`src/hw/ddc_params.svh`:
```
`ifndef DDC_PARAMS_SVH
`define DDC_PARAMS_SVH

// Sample stream and buffering
`define DDC_DATA_W 32
`define DDC_FIFO_DEPTH 8
`define DDC_IN_W 16
`define DDC_REAL_W 12
`define DDC_OUT_W 15

// Link word layout
`define DDC_DATA_I_LSB 17
`define DDC_DATA_Q_LSB 2
`define DDC_DATA_REAL_LSB 2
`define DDC_DATA_CPLX_BIT 0

// Half-band cascade
`define DDC_HB_STAGES 5
`define DDC_HB_TAPS 6
`define DDC_STAGE_W 18
`define DDC_ACC_W 24
`define DDC_HB_C_OUTER (-1)
`define DDC_HB_C_INNER 9
`define DDC_HB_C_CENTER 16
`define DDC_HB_SHIFT 5

// Oscillator
`define DDC_FREQ_W 32
`define DDC_PHASE_W 16

// Host sequencing, in ref_clk cycles
`define DDC_STEP_CYCLES 4
`define DDC_SYSREF_PERIOD 64
`define DDC_ARM_DELAY 4
`define DDC_PULSE_CYCLES 2

`endif

```
`src/hw/ddc_pkg.sv`:
```
package ddc_pkg;
    typedef enum logic [2:0] {
        DDC_BYPASS,
        DDC_DEC4,
        DDC_DEC8,
        DDC_DEC16,
        DDC_DEC32
    } ddc_dec_mode_t;

    typedef enum logic [1:0] {
        DDC_BY_LINK,
        DDC_BY_SYSREF_DC,
        DDC_BY_SYSREF_AC
    } ddc_sync_method_t;
endpackage

```
`src/hw/ddc_link_if.sv`:
```
`timescale 1ns/1ns
`include "ddc_params.svh"
interface ddc_link_if;
    logic serialLinkEnable;
    logic oscSyncOnLinkInit;
    logic oscSyncArmSysref; // Strobe on the last SPI data bit of the arming write
    logic linkEnc64;
    logic syncN;
    logic sysref;
    logic [`DDC_FREQ_W-1:0] freqWordChanA;
    logic [`DDC_FREQ_W-1:0] freqWordChanB;
    logic [`DDC_PHASE_W-1:0] phaseWordChanA;
    logic [`DDC_PHASE_W-1:0] phaseWordChanB;
    ddc_pkg::ddc_dec_mode_t decMode;
    logic dataValid;
    logic dataReady;
    logic [`DDC_DATA_W-1:0] data;

    modport dev (
        input serialLinkEnable, oscSyncOnLinkInit, oscSyncArmSysref, linkEnc64, syncN, sysref,
        input freqWordChanA, freqWordChanB, phaseWordChanA, phaseWordChanB, decMode, dataReady,
        output dataValid, data
    );
    modport host (
        output serialLinkEnable, oscSyncOnLinkInit, oscSyncArmSysref, linkEnc64, syncN, sysref,
        output freqWordChanA, freqWordChanB, phaseWordChanA, phaseWordChanB, decMode, dataReady,
        input dataValid, data
    );
endinterface

```
`src/hw/ddc_fifo.sv`:
```
`timescale 1ns/1ns
module ddc_fifo #(
    parameter int WIDTH = 32,
    parameter int DEPTH = 8
) (
    input wire logic ref_clk,
    input wire logic reset,
    input wire logic inValid,
    output logic inReady,
    input wire logic [WIDTH-1:0] inData,
    output logic outValid_r,
    input wire logic outReady,
    output logic [WIDTH-1:0] outData_r
);
    localparam int AW = $clog2(DEPTH);
    localparam int CW = $clog2(DEPTH + 1);

    logic [WIDTH-1:0] mem [DEPTH];
    logic [AW-1:0] wrPtr_r;
    logic [AW-1:0] rdPtr_r;
    logic [CW-1:0] count_r;
    logic push;
    logic pop;

    function automatic logic [AW-1:0] ptrInc(input logic [AW-1:0] p);
        return (p == AW'(DEPTH - 1)) ? '0 : p + AW'(1);
    endfunction

    // Output register refills whenever it is empty or being taken
    assign inReady = count_r != CW'(DEPTH);
    assign push = inValid && inReady;
    assign pop = (count_r != '0) && (!outValid_r || outReady);

    // Pointers and fill level
    always_ff @(posedge ref_clk) begin
        if (reset) begin
            wrPtr_r <= '0;
            rdPtr_r <= '0;
            count_r <= '0;
        end else begin
            if (push) wrPtr_r <= ptrInc(wrPtr_r);
            if (pop) rdPtr_r <= ptrInc(rdPtr_r);
            count_r <= count_r + CW'(push) - CW'(pop);
        end
    end

    // Storage, no reset needed on data
    always_ff @(posedge ref_clk) begin
        if (push) mem[wrPtr_r] <= inData;
        if (pop) outData_r <= mem[rdPtr_r];
    end

    // Head word valid flag
    always_ff @(posedge ref_clk) begin
        if (reset) begin
            outValid_r <= 1'b0;
        end else if (pop) begin
            outValid_r <= 1'b1;
        end else if (outReady) begin
            outValid_r <= 1'b0;
        end
    end
endmodule

```
`src/hw/ddc_device.sv`:
```
// What this block does
// - Sync enable selects SYNC as oscillator trigger
// - Host disables link, programs words, toggles SYNC
// - SYNC low starts CGS or arms trigger
// - SYNC release high synchronizes all oscillators
// - Host holds SYSREF low before a DC arm
// - One SYSREF pulse synchronizes armed oscillators
// - Host times arm write between SYSREF edges
// - Armed device syncs on next SYSREF rise
// - Long SYSREF period recommended for AC arming
// - Bypass passes real 12-bit samples undecimated
// - Decimating modes output complex 15-bit data
// - Each decimation filter is linear-phase FIR
// - Output rate is device clock over D
// - Stage cascade order per decimation factor
// - Symmetric taps share multipliers around center
// - Each stage halves rate, scales by shift
// - Sync at link init or SYSREF per bits
// - Host resyncs after any frequency word change
`timescale 1ns/1ns
`include "ddc_params.svh"
module ddc_device (
    input wire logic ref_clk,
    input wire logic reset,
    ddc_link_if.dev link,
    input wire logic sampleValid,
    input wire logic [`DDC_REAL_W-1:0] realSample,
    input wire logic signed [`DDC_IN_W-1:0] iSample,
    input wire logic signed [`DDC_IN_W-1:0] qSample,
    output logic sampleReady_r,
    output logic cgsActive_r,
    output logic syncArmed_r,
    output logic syncEvent_r,
    output logic [`DDC_FREQ_W-1:0] ncoAccA_r,
    output logic [`DDC_FREQ_W-1:0] ncoAccB_r
);
    localparam int NS = `DDC_HB_STAGES;
    localparam int SW = `DDC_STAGE_W;

    typedef enum logic [1:0] {DS_IDLE, DS_WAIT_LOW, DS_CGS, DS_DONE} ddc_dev_state_t;

    ddc_dev_state_t state_r;
    logic [2:0] pinMeta_r;
    logic [2:0] pinSync_r;
    logic [2:0] pinPrev_r;
    logic syncRise;
    logic sysrefRise;
    logic armPulse;
    logic linkFire;
    logic sysrefFire;
    logic fire;

    // Symmetric half-band sum: mirrored taps are added before the multiply
    function automatic logic signed [SW-1:0] hbSum(
        input logic signed [SW-1:0] xo1,
        input logic signed [SW-1:0] xi1,
        input logic signed [SW-1:0] xc,
        input logic signed [SW-1:0] xi2,
        input logic signed [SW-1:0] xo2
    );
        logic signed [`DDC_ACC_W-1:0] acc;
        acc = `DDC_ACC_W'(`DDC_HB_C_OUTER * (`DDC_ACC_W'(xo1) + `DDC_ACC_W'(xo2)))
            + `DDC_ACC_W'(`DDC_HB_C_INNER * (`DDC_ACC_W'(xi1) + `DDC_ACC_W'(xi2)))
            + `DDC_ACC_W'(`DDC_HB_C_CENTER * `DDC_ACC_W'(xc));
        return SW'(acc >>> `DDC_HB_SHIFT);
    endfunction

    // Index of the first active stage; stages run in order toward the last
    function automatic logic [2:0] firstStage(input ddc_pkg::ddc_dec_mode_t m);
        unique case (m)
            ddc_pkg::DDC_DEC4: return 3'h3;
            ddc_pkg::DDC_DEC8: return 3'h2;
            ddc_pkg::DDC_DEC16: return 3'h1;
            ddc_pkg::DDC_DEC32: return 3'h0;
            default: return 3'h5;
        endcase
    endfunction

    // SYNC, SYSREF and the arm strobe are pins: two flops, then a history flop
    always_ff @(posedge ref_clk) begin
        if (reset) begin
            pinMeta_r <= 3'h1;
            pinSync_r <= 3'h1;
            pinPrev_r <= 3'h1;
        end else begin
            pinMeta_r <= {link.oscSyncArmSysref, link.sysref, link.syncN};
            pinSync_r <= pinMeta_r;
            pinPrev_r <= pinSync_r;
        end
    end

    assign syncRise = pinSync_r[0] && !pinPrev_r[0];
    assign sysrefRise = pinSync_r[1] && !pinPrev_r[1];
    assign armPulse = pinSync_r[2] && !pinPrev_r[2];
    assign linkFire = (state_r == DS_CGS) && syncRise;
    assign sysrefFire = syncArmed_r && sysrefRise;
    assign fire = linkFire || sysrefFire;

    // Link-init sequencing; dropping the link enable restarts it
    always_ff @(posedge ref_clk) begin
        if (reset) begin
            state_r <= DS_IDLE;
            cgsActive_r <= 1'b0;
        end else if (!link.serialLinkEnable || !link.oscSyncOnLinkInit) begin
            state_r <= DS_IDLE;
            cgsActive_r <= 1'b0;
        end else begin
            unique case (state_r)
                DS_IDLE: if (pinSync_r[0]) state_r <= DS_WAIT_LOW;
                DS_WAIT_LOW: if (!pinSync_r[0]) begin
                    state_r <= DS_CGS;
                    cgsActive_r <= !link.linkEnc64;
                end
                DS_CGS: if (syncRise) begin
                    state_r <= DS_DONE;
                    cgsActive_r <= 1'b0;
                end
                DS_DONE: state_r <= DS_DONE;
            endcase
        end
    end

    // One-shot SYSREF arm; a new arm in the consuming cycle survives
    always_ff @(posedge ref_clk) begin
        if (reset) begin
            syncArmed_r <= 1'b0;
        end else if (armPulse) begin
            syncArmed_r <= 1'b1;
        end else if (sysrefFire) begin
            syncArmed_r <= 1'b0;
        end
    end

    // Phase accumulators; the offset is left-justified into the word
    always_ff @(posedge ref_clk) begin
        if (reset) begin
            ncoAccA_r <= '0;
            ncoAccB_r <= '0;
            syncEvent_r <= 1'b0;
        end else begin
            syncEvent_r <= fire;
            if (fire) begin
                ncoAccA_r <= {link.phaseWordChanA, 16'h0000};
                ncoAccB_r <= {link.phaseWordChanB, 16'h0000};
            end else begin
                ncoAccA_r <= ncoAccA_r + link.freqWordChanA;
                ncoAccB_r <= ncoAccB_r + link.freqWordChanB;
            end
        end
    end

    // Input skid: a sample taken while the buffer is full waits here
    logic fifoInReady;
    logic advance;
    logic holdValid_r;
    logic holdValidNxt;
    logic srcValid;
    logic [`DDC_REAL_W-1:0] holdReal_r;
    logic signed [`DDC_IN_W-1:0] holdI_r;
    logic signed [`DDC_IN_W-1:0] holdQ_r;
    logic [`DDC_REAL_W-1:0] srcReal;
    logic signed [`DDC_IN_W-1:0] srcI;
    logic signed [`DDC_IN_W-1:0] srcQ;

    assign advance = fifoInReady; // Whole pipeline stalls on a full buffer
    assign srcValid = holdValid_r || (sampleValid && sampleReady_r);
    assign srcReal = holdValid_r ? holdReal_r : realSample;
    assign srcI = holdValid_r ? holdI_r : iSample;
    assign srcQ = holdValid_r ? holdQ_r : qSample;
    assign holdValidNxt = srcValid && !advance;

    always_ff @(posedge ref_clk) begin
        if (reset) begin
            holdValid_r <= 1'b0;
            sampleReady_r <= 1'b1;
        end else begin
            holdValid_r <= holdValidNxt;
            sampleReady_r <= !holdValidNxt;
        end
    end

    always_ff @(posedge ref_clk) begin
        if (!holdValid_r) begin
            holdReal_r <= realSample;
            holdI_r <= iSample;
            holdQ_r <= qSample;
        end
    end

    // Half-band cascade, each stage keeps every second output
    logic signed [SW-1:0] tapI_r [NS][`DDC_HB_TAPS];
    logic signed [SW-1:0] tapQ_r [NS][`DDC_HB_TAPS];
    logic signed [SW-1:0] stgI_r [NS];
    logic signed [SW-1:0] stgQ_r [NS];
    logic stgV_r [NS];
    logic phase_r [NS];
    logic inV [NS];
    logic signed [SW-1:0] inI [NS];
    logic signed [SW-1:0] inQ [NS];
    logic [2:0] first;

    always_comb begin
        first = firstStage(link.decMode);
        inV[0] = srcValid && (first == 3'h0);
        inI[0] = SW'(srcI);
        inQ[0] = SW'(srcQ);
        for (int k = 1; k < NS; k++) begin
            if (3'(k) == first) begin
                inV[k] = srcValid;
                inI[k] = SW'(srcI);
                inQ[k] = SW'(srcQ);
            end else begin
                inV[k] = stgV_r[k-1] && (3'(k) > first);
                inI[k] = stgI_r[k-1];
                inQ[k] = stgQ_r[k-1];
            end
        end
    end

    // Stage control: valid and decimation phase
    always_ff @(posedge ref_clk) begin
        if (reset) begin
            for (int k = 0; k < NS; k++) begin
                stgV_r[k] <= 1'b0;
                phase_r[k] <= 1'b0;
            end
        end else if (advance) begin
            for (int k = 0; k < NS; k++) begin
                stgV_r[k] <= inV[k] && phase_r[k];
                if (inV[k]) phase_r[k] <= !phase_r[k];
            end
        end
    end

    // Stage data: delay line and filtered output
    always_ff @(posedge ref_clk) begin
        if (advance) begin
            for (int k = 0; k < NS; k++) begin
                if (inV[k]) begin
                    tapI_r[k][0] <= inI[k];
                    tapQ_r[k][0] <= inQ[k];
                    for (int t = 1; t < `DDC_HB_TAPS; t++) begin
                        tapI_r[k][t] <= tapI_r[k][t-1];
                        tapQ_r[k][t] <= tapQ_r[k][t-1];
                    end
                    stgI_r[k] <= hbSum(inI[k], tapI_r[k][1], tapI_r[k][2], tapI_r[k][3], tapI_r[k][5]);
                    stgQ_r[k] <= hbSum(inQ[k], tapQ_r[k][1], tapQ_r[k][2], tapQ_r[k][3], tapQ_r[k][5]);
                end
            end
        end
    end

    // Final word into the buffer
    logic finalV_r;
    logic [`DDC_DATA_W-1:0] finalData_r;

    always_ff @(posedge ref_clk) begin
        if (reset) begin
            finalV_r <= 1'b0;
            finalData_r <= '0;
        end else if (advance) begin
            if (link.decMode == ddc_pkg::DDC_BYPASS) begin
                finalV_r <= srcValid;
                finalData_r <= '0;
                finalData_r[`DDC_DATA_REAL_LSB +: `DDC_REAL_W] <= srcReal;
            end else begin
                finalV_r <= stgV_r[NS-1];
                finalData_r <= '0;
                finalData_r[`DDC_DATA_I_LSB +: `DDC_OUT_W] <= stgI_r[NS-1][`DDC_OUT_W:1];
                finalData_r[`DDC_DATA_Q_LSB +: `DDC_OUT_W] <= stgQ_r[NS-1][`DDC_OUT_W:1];
                finalData_r[`DDC_DATA_CPLX_BIT] <= 1'b1;
            end
        end
    end

    ddc_fifo #(
        .WIDTH(`DDC_DATA_W),
        .DEPTH(`DDC_FIFO_DEPTH)
    ) outFifo (
        .ref_clk(ref_clk),
        .reset(reset),
        .inValid(finalV_r),
        .inReady(fifoInReady),
        .inData(finalData_r),
        .outValid_r(link.dataValid),
        .outReady(link.dataReady),
        .outData_r(link.data)
    );
endmodule

```
`src/flat_wrapper.sv`:
```
// flat-port wrapper written by rule: the top's interface ports become plain ports
module ddc_device_flat 
  (ref_clk, reset, sampleValid, realSample, iSample, qSample, sampleReady_r, cgsActive_r, syncArmed_r, syncEvent_r, ncoAccA_r, ncoAccB_r, link_serialLinkEnable, link_oscSyncOnLinkInit, link_oscSyncArmSysref, link_linkEnc64, link_syncN, link_sysref, link_freqWordChanA, link_freqWordChanB, link_phaseWordChanA, link_phaseWordChanB, link_decMode, link_dataReady, link_dataValid, link_data);
  ddc_link_if link_i ();
  input wire logic ref_clk;
  input wire logic reset;
  input wire logic sampleValid;
  input wire logic [`DDC_REAL_W-1:0] realSample;
  input wire logic signed [`DDC_IN_W-1:0] iSample;
  input wire logic signed [`DDC_IN_W-1:0] qSample;
  output logic sampleReady_r;
  output logic cgsActive_r;
  output logic syncArmed_r;
  output logic syncEvent_r;
  output logic [`DDC_FREQ_W-1:0] ncoAccA_r;
  output logic [`DDC_FREQ_W-1:0] ncoAccB_r;
  input wire logic [$bits(link_i.serialLinkEnable)-1:0] link_serialLinkEnable;
  input wire logic [$bits(link_i.oscSyncOnLinkInit)-1:0] link_oscSyncOnLinkInit;
  input wire logic [$bits(link_i.oscSyncArmSysref)-1:0] link_oscSyncArmSysref;
  input wire logic [$bits(link_i.linkEnc64)-1:0] link_linkEnc64;
  input wire logic [$bits(link_i.syncN)-1:0] link_syncN;
  input wire logic [$bits(link_i.sysref)-1:0] link_sysref;
  input wire logic [$bits(link_i.freqWordChanA)-1:0] link_freqWordChanA;
  input wire logic [$bits(link_i.freqWordChanB)-1:0] link_freqWordChanB;
  input wire logic [$bits(link_i.phaseWordChanA)-1:0] link_phaseWordChanA;
  input wire logic [$bits(link_i.phaseWordChanB)-1:0] link_phaseWordChanB;
  input wire logic [$bits(link_i.decMode)-1:0] link_decMode;
  input wire logic [$bits(link_i.dataReady)-1:0] link_dataReady;
  output wire logic [$bits(link_i.dataValid)-1:0] link_dataValid;
  output wire logic [$bits(link_i.data)-1:0] link_data;
  assign link_i.serialLinkEnable = link_serialLinkEnable;
  assign link_i.oscSyncOnLinkInit = link_oscSyncOnLinkInit;
  assign link_i.oscSyncArmSysref = link_oscSyncArmSysref;
  assign link_i.linkEnc64 = link_linkEnc64;
  assign link_i.syncN = link_syncN;
  assign link_i.sysref = link_sysref;
  assign link_i.freqWordChanA = link_freqWordChanA;
  assign link_i.freqWordChanB = link_freqWordChanB;
  assign link_i.phaseWordChanA = link_phaseWordChanA;
  assign link_i.phaseWordChanB = link_phaseWordChanB;
  assign link_i.decMode = link_decMode;
  assign link_i.dataReady = link_dataReady;
  assign link_dataValid = link_i.dataValid;
  assign link_data = link_i.data;
  ddc_device u_core (.ref_clk(ref_clk), .reset(reset), .link(link_i), .sampleValid(sampleValid), .realSample(realSample), .iSample(iSample), .qSample(qSample), .sampleReady_r(sampleReady_r), .cgsActive_r(cgsActive_r), .syncArmed_r(syncArmed_r), .syncEvent_r(syncEvent_r), .ncoAccA_r(ncoAccA_r), .ncoAccB_r(ncoAccB_r));
endmodule
```
`config.mk`:
```
export PLATFORM = sky130hd
export DESIGN_NAME = ddc_device_flat
export DESIGN_NICKNAME = d
export VERILOG_FILES = /design/src/hw/ddc_pkg.sv /design/src/hw/ddc_link_if.sv /design/src/hw/ddc_fifo.sv /design/src/hw/ddc_device.sv /design/src/flat_wrapper.sv
export VERILOG_INCLUDE_DIRS = /design/src /design/src/hw
export SDC_FILE = /design/constraint.sdc
export NUM_CORES = 2
export LEC_CHECK = 0
export BUFFER_PORTS_ARGS = -buffer_cell sky130_fd_sc_hd__buf_2
export CORE_ASPECT_RATIO = 0.8
export CORE_MARGIN = 2
export CORE_UTILIZATION = 45
export CTS_CLUSTER_SIZE = 20
export DETAILED_ROUTE_END_ITERATION = 16
export GPL_ROUTABILITY_DRIVEN = 0
export PLACE_DENSITY = 0.59
export SYNTH_ARGS = -nofsm -noshare
export SYNTH_HDL_FRONTEND = slang
export SYNTH_SLANG_ARGS = --single-unit
```
`constraint.sdc`:
```
create_clock -name ref_clk -period 52.9 [get_ports ref_clk]
set_input_delay 10.58 -clock ref_clk [delete_from_list [all_inputs] [get_ports ref_clk]]
set_output_delay 10.58 -clock ref_clk [all_outputs]
set_load 0.05 [all_outputs]
```
==> results.json <==
{
  "cp_max_fo": 35,
  "grt_start_max_net_pins": 82,
  "syn_nets": 9542,
  "synth_seq_area_share_pct": 50.5,
  "dr.pass1.iters": 7,
  "cpMaxStageDelayCell": "o31ai_1",
  "fin_tns_setup_ns": 0,
  "final-max-slew-violation-count": 0,
  "routedWlPerCell_um": 16.9,
  "rsz0062_at_grt": "no",
  "wl_met2_um": 81900,
  "root_buffer": "clkbuf_16",
  "async_flop_share_pct": 0,
  "dieArea_mm2": 0.219,
  "clockBufferDepth": 3,
  "path_buf_inv": 6,
  "path_clk_slew_ns": 0.07,
  "grt_pass1_vias": 57800,
  "status": "finished, final reports clean",
  "drc": 0,
  "drv_cap": 0,
  "die_h_um": 419,
  "ys_ff_latch": 1686,
  "slew_headroom_pct": 32.4,
  "synth-main-ff-cell": "edfxtp_1",
  "die_w_um": 523,
  "yosys_warnings": 0,
  "core_mm2": 0.214,
  "synth_cell_types": 95,
  "ant_nets": 0,
  "fillers": 18700,
  "worst_ep_arrival_time_ns": 18.18,
  "cts_hold_buf": 0,
  "synth_cells": 8001,
  "drt-initial-drc-count": 3783,
  "synth_enable_flop_cells": 1519,
  "track_usage_pct": 17.9,
  "cp-end-kind": "flop",
  "fmax_mhz": 56.8,
  "dr_total_vias": 57400,
  "hold_violations": 0,
  "finalSetupViolCount": 0,
  "post_cts_buffers": 0,
  "crit_family": "compound AO/OA/AOI/OAI gates",
  "grt_pass1_wl_um": 314000,
  "dp.final_hpwl_um": 142000,
  "required_ns": 53.47,
  "grt-ovfl-total": 0,
  "finalCritPeriodShare_pct": 33.3,
  "synth.avg_cell_area_um2": 12.1,
  "cts_made_buffers": 176,
  "wl_met3_um": 7270,
  "initial_core_util_pct": 45.2,
  "fin_nets": 9920,
  "criticalPathCategory": "input port to flop",
  "antenna_found_initial": 8,
  "clock_latency_ns": 0.85,
  "cts.sinks": 1686,
  "worstMarginPinSlew_ns": 1.01,
  "io_buffer_count": 252,
  "wl_um": 192000,
  "period_needed_ns": 17.62,
  "skew_ns": 0.0794,
  "ctsResizeCount": 0,
  "drive_above_1_share_pct": 9.07,
  "cpPeakStageDelay_ns": 0.59,
  "wirelength_met1_um": 99100,
  "cts-htree-levels": 4,
  "rows": 152,
  "syn-cell-area_mm2": 0.0969,
  "vias_per_cell": 5.04,
  "area_growth_syn_to_layout_pct": 11.5,
  "layout_commonest_cell": "inv_1",
  "most-common-layout-cells": "1623 x inv_1, 1519 x edfxtp_1, 1011 x ha_1, 441 x a21oi_1, 433 x nor2_1",
  "ioPinCount": 254,
  "top_layer": "met4",
  "hold_class": "flop to flop",
  "tritoncts": "yes",
  "critPathLaunchType": "input port"
}
final timing paths:
kind	depth (start not counted)	endpoint	start	slack (ns)
setup / recovery	31	u_core.stgI_r[0][71]$_DFFE_PP_	link_decMode[0]	35.28
hold reg to reg	0	u_core.tapI_r[2][12]$_DFFE_PP_	u_core.tapI_r[2][30]$_DFFE_PP_	0.39
hold / removal	0	u_core.tapI_r[2][12]$_DFFE_PP_	u_core.tapI_r[2][30]$_DFFE_PP_	0.39
setup reg to reg	31	u_core.stgI_r[0][71]$_DFFE_PP_	u_core.holdValid_r$_SDFF_PP0_	44.17
layer usage:
layer	track usage [%]	vias to the layer above
li1	-	28300
met1	27.4	28000
met2	26.7	850
met3	2.62	241
met4	4.05	0
met5	0	-
per-stage QoR:
step	setup slack, ns	instances	area [um2]	hold WS, ns	utilization [%]
floorplan	23.36	8001	96900	0.389	-
global placement	34.72	11100	102000	0.393	47.6
detailed placement	34.54	11100	102000	0.392	47.6
CTS	35.41	11400	108000	0.385	50.4
global route	34.85	11400	108000	0.388	50.4
finish	35.28	11400	108000	0.385	50.4
cell families (layout without fill, tap and decap cells):
group	count (synthesis)	in the layout	share of synthesized area, %
buffers and inverters	1746	2278	6.77
flip-flops	1686	1686	50.5
AND/OR/NAND/NOR	1236	1236	6.11
adder cells (fa/ha/maj)	1388	1388	20.8
other	1	2	0.00387
multiplexers	162	162	2.53
AO/OA/AOI/OAI	1251	1251	8.38
XOR/XNOR	531	531	4.86
state kept, by name, summed over array words and instances, names as in the netlist, 4 cells and up:
name                      cells
u_core.finalData_r           31
u_core.stgQ_r                87
u_core.holdI_r               16
u_core.ncoAccB_r             32
u_core.phase_r                5
u_core.stgV_r                 5
u_core.tapI_r               528
u_core.holdQ_r               16
u_core.holdReal_r            12
u_core.ncoAccA_r             32
u_core.outFifo.count_r        4
u_core.outFifo.outData_r     31
u_core.outFifo.mem          248
u_core.stgI_r                87
u_core.tapQ_r               528
Yosys cell counts (40+ instances only):
| library cell | n | area [um2] |
|---|---|---|
| o21ai_1 | 69 | 345 |
| fa_1 | 377 | 7550 |
| nand2b_1 | 81 | 507 |
| nor2_1 | 439 | 1650 |
| nand2_1 | 229 | 860 |
| dfxtp_1 | 167 | 3340 |
| inv_1 | 1623 | 6090 |
| edfxtp_1 | 1519 | 45600 |
| mux2_2 | 44 | 495 |
| mux4_2 | 62 | 1400 |
| nand3_1 | 80 | 400 |
| o21bai_1 | 80 | 601 |
| a21o_1 | 145 | 1090 |
| nor2b_1 | 86 | 538 |
| xor2_1 | 188 | 1650 |
| clkbuf_1 | 107 | 402 |
| a31oi_1 | 40 | 250 |
| o21a_1 | 108 | 811 |
| nor3_1 | 111 | 556 |
| ha_1 | 1011 | 12600 |
| xnor2_1 | 338 | 2960 |
| mux2i_1 | 55 | 551 |
| a21oi_1 | 441 | 2210 |
| o21ai_0 | 120 | 601 |
final cells by class:
class                           instances  area [um2]  share of cell area, %
Multi-Input combinational cell       4569       41500                   38.4
Inverter                             1625        6100                   5.64
Clock inverter                        101        1300                   1.20
Antenna cell                            1        2.50                0.00232
Sequential cell                      1686       49000                   45.3
Tap cell                             2849        3560                   3.30
Clock buffer                          231        4830                   4.47
Timing Repair Buffer                  321        1780                   1.65
Power is left out: the tool's default activity adds up to more than one toggle a clock period on the data nets, which glitch-free logic cannot reach.
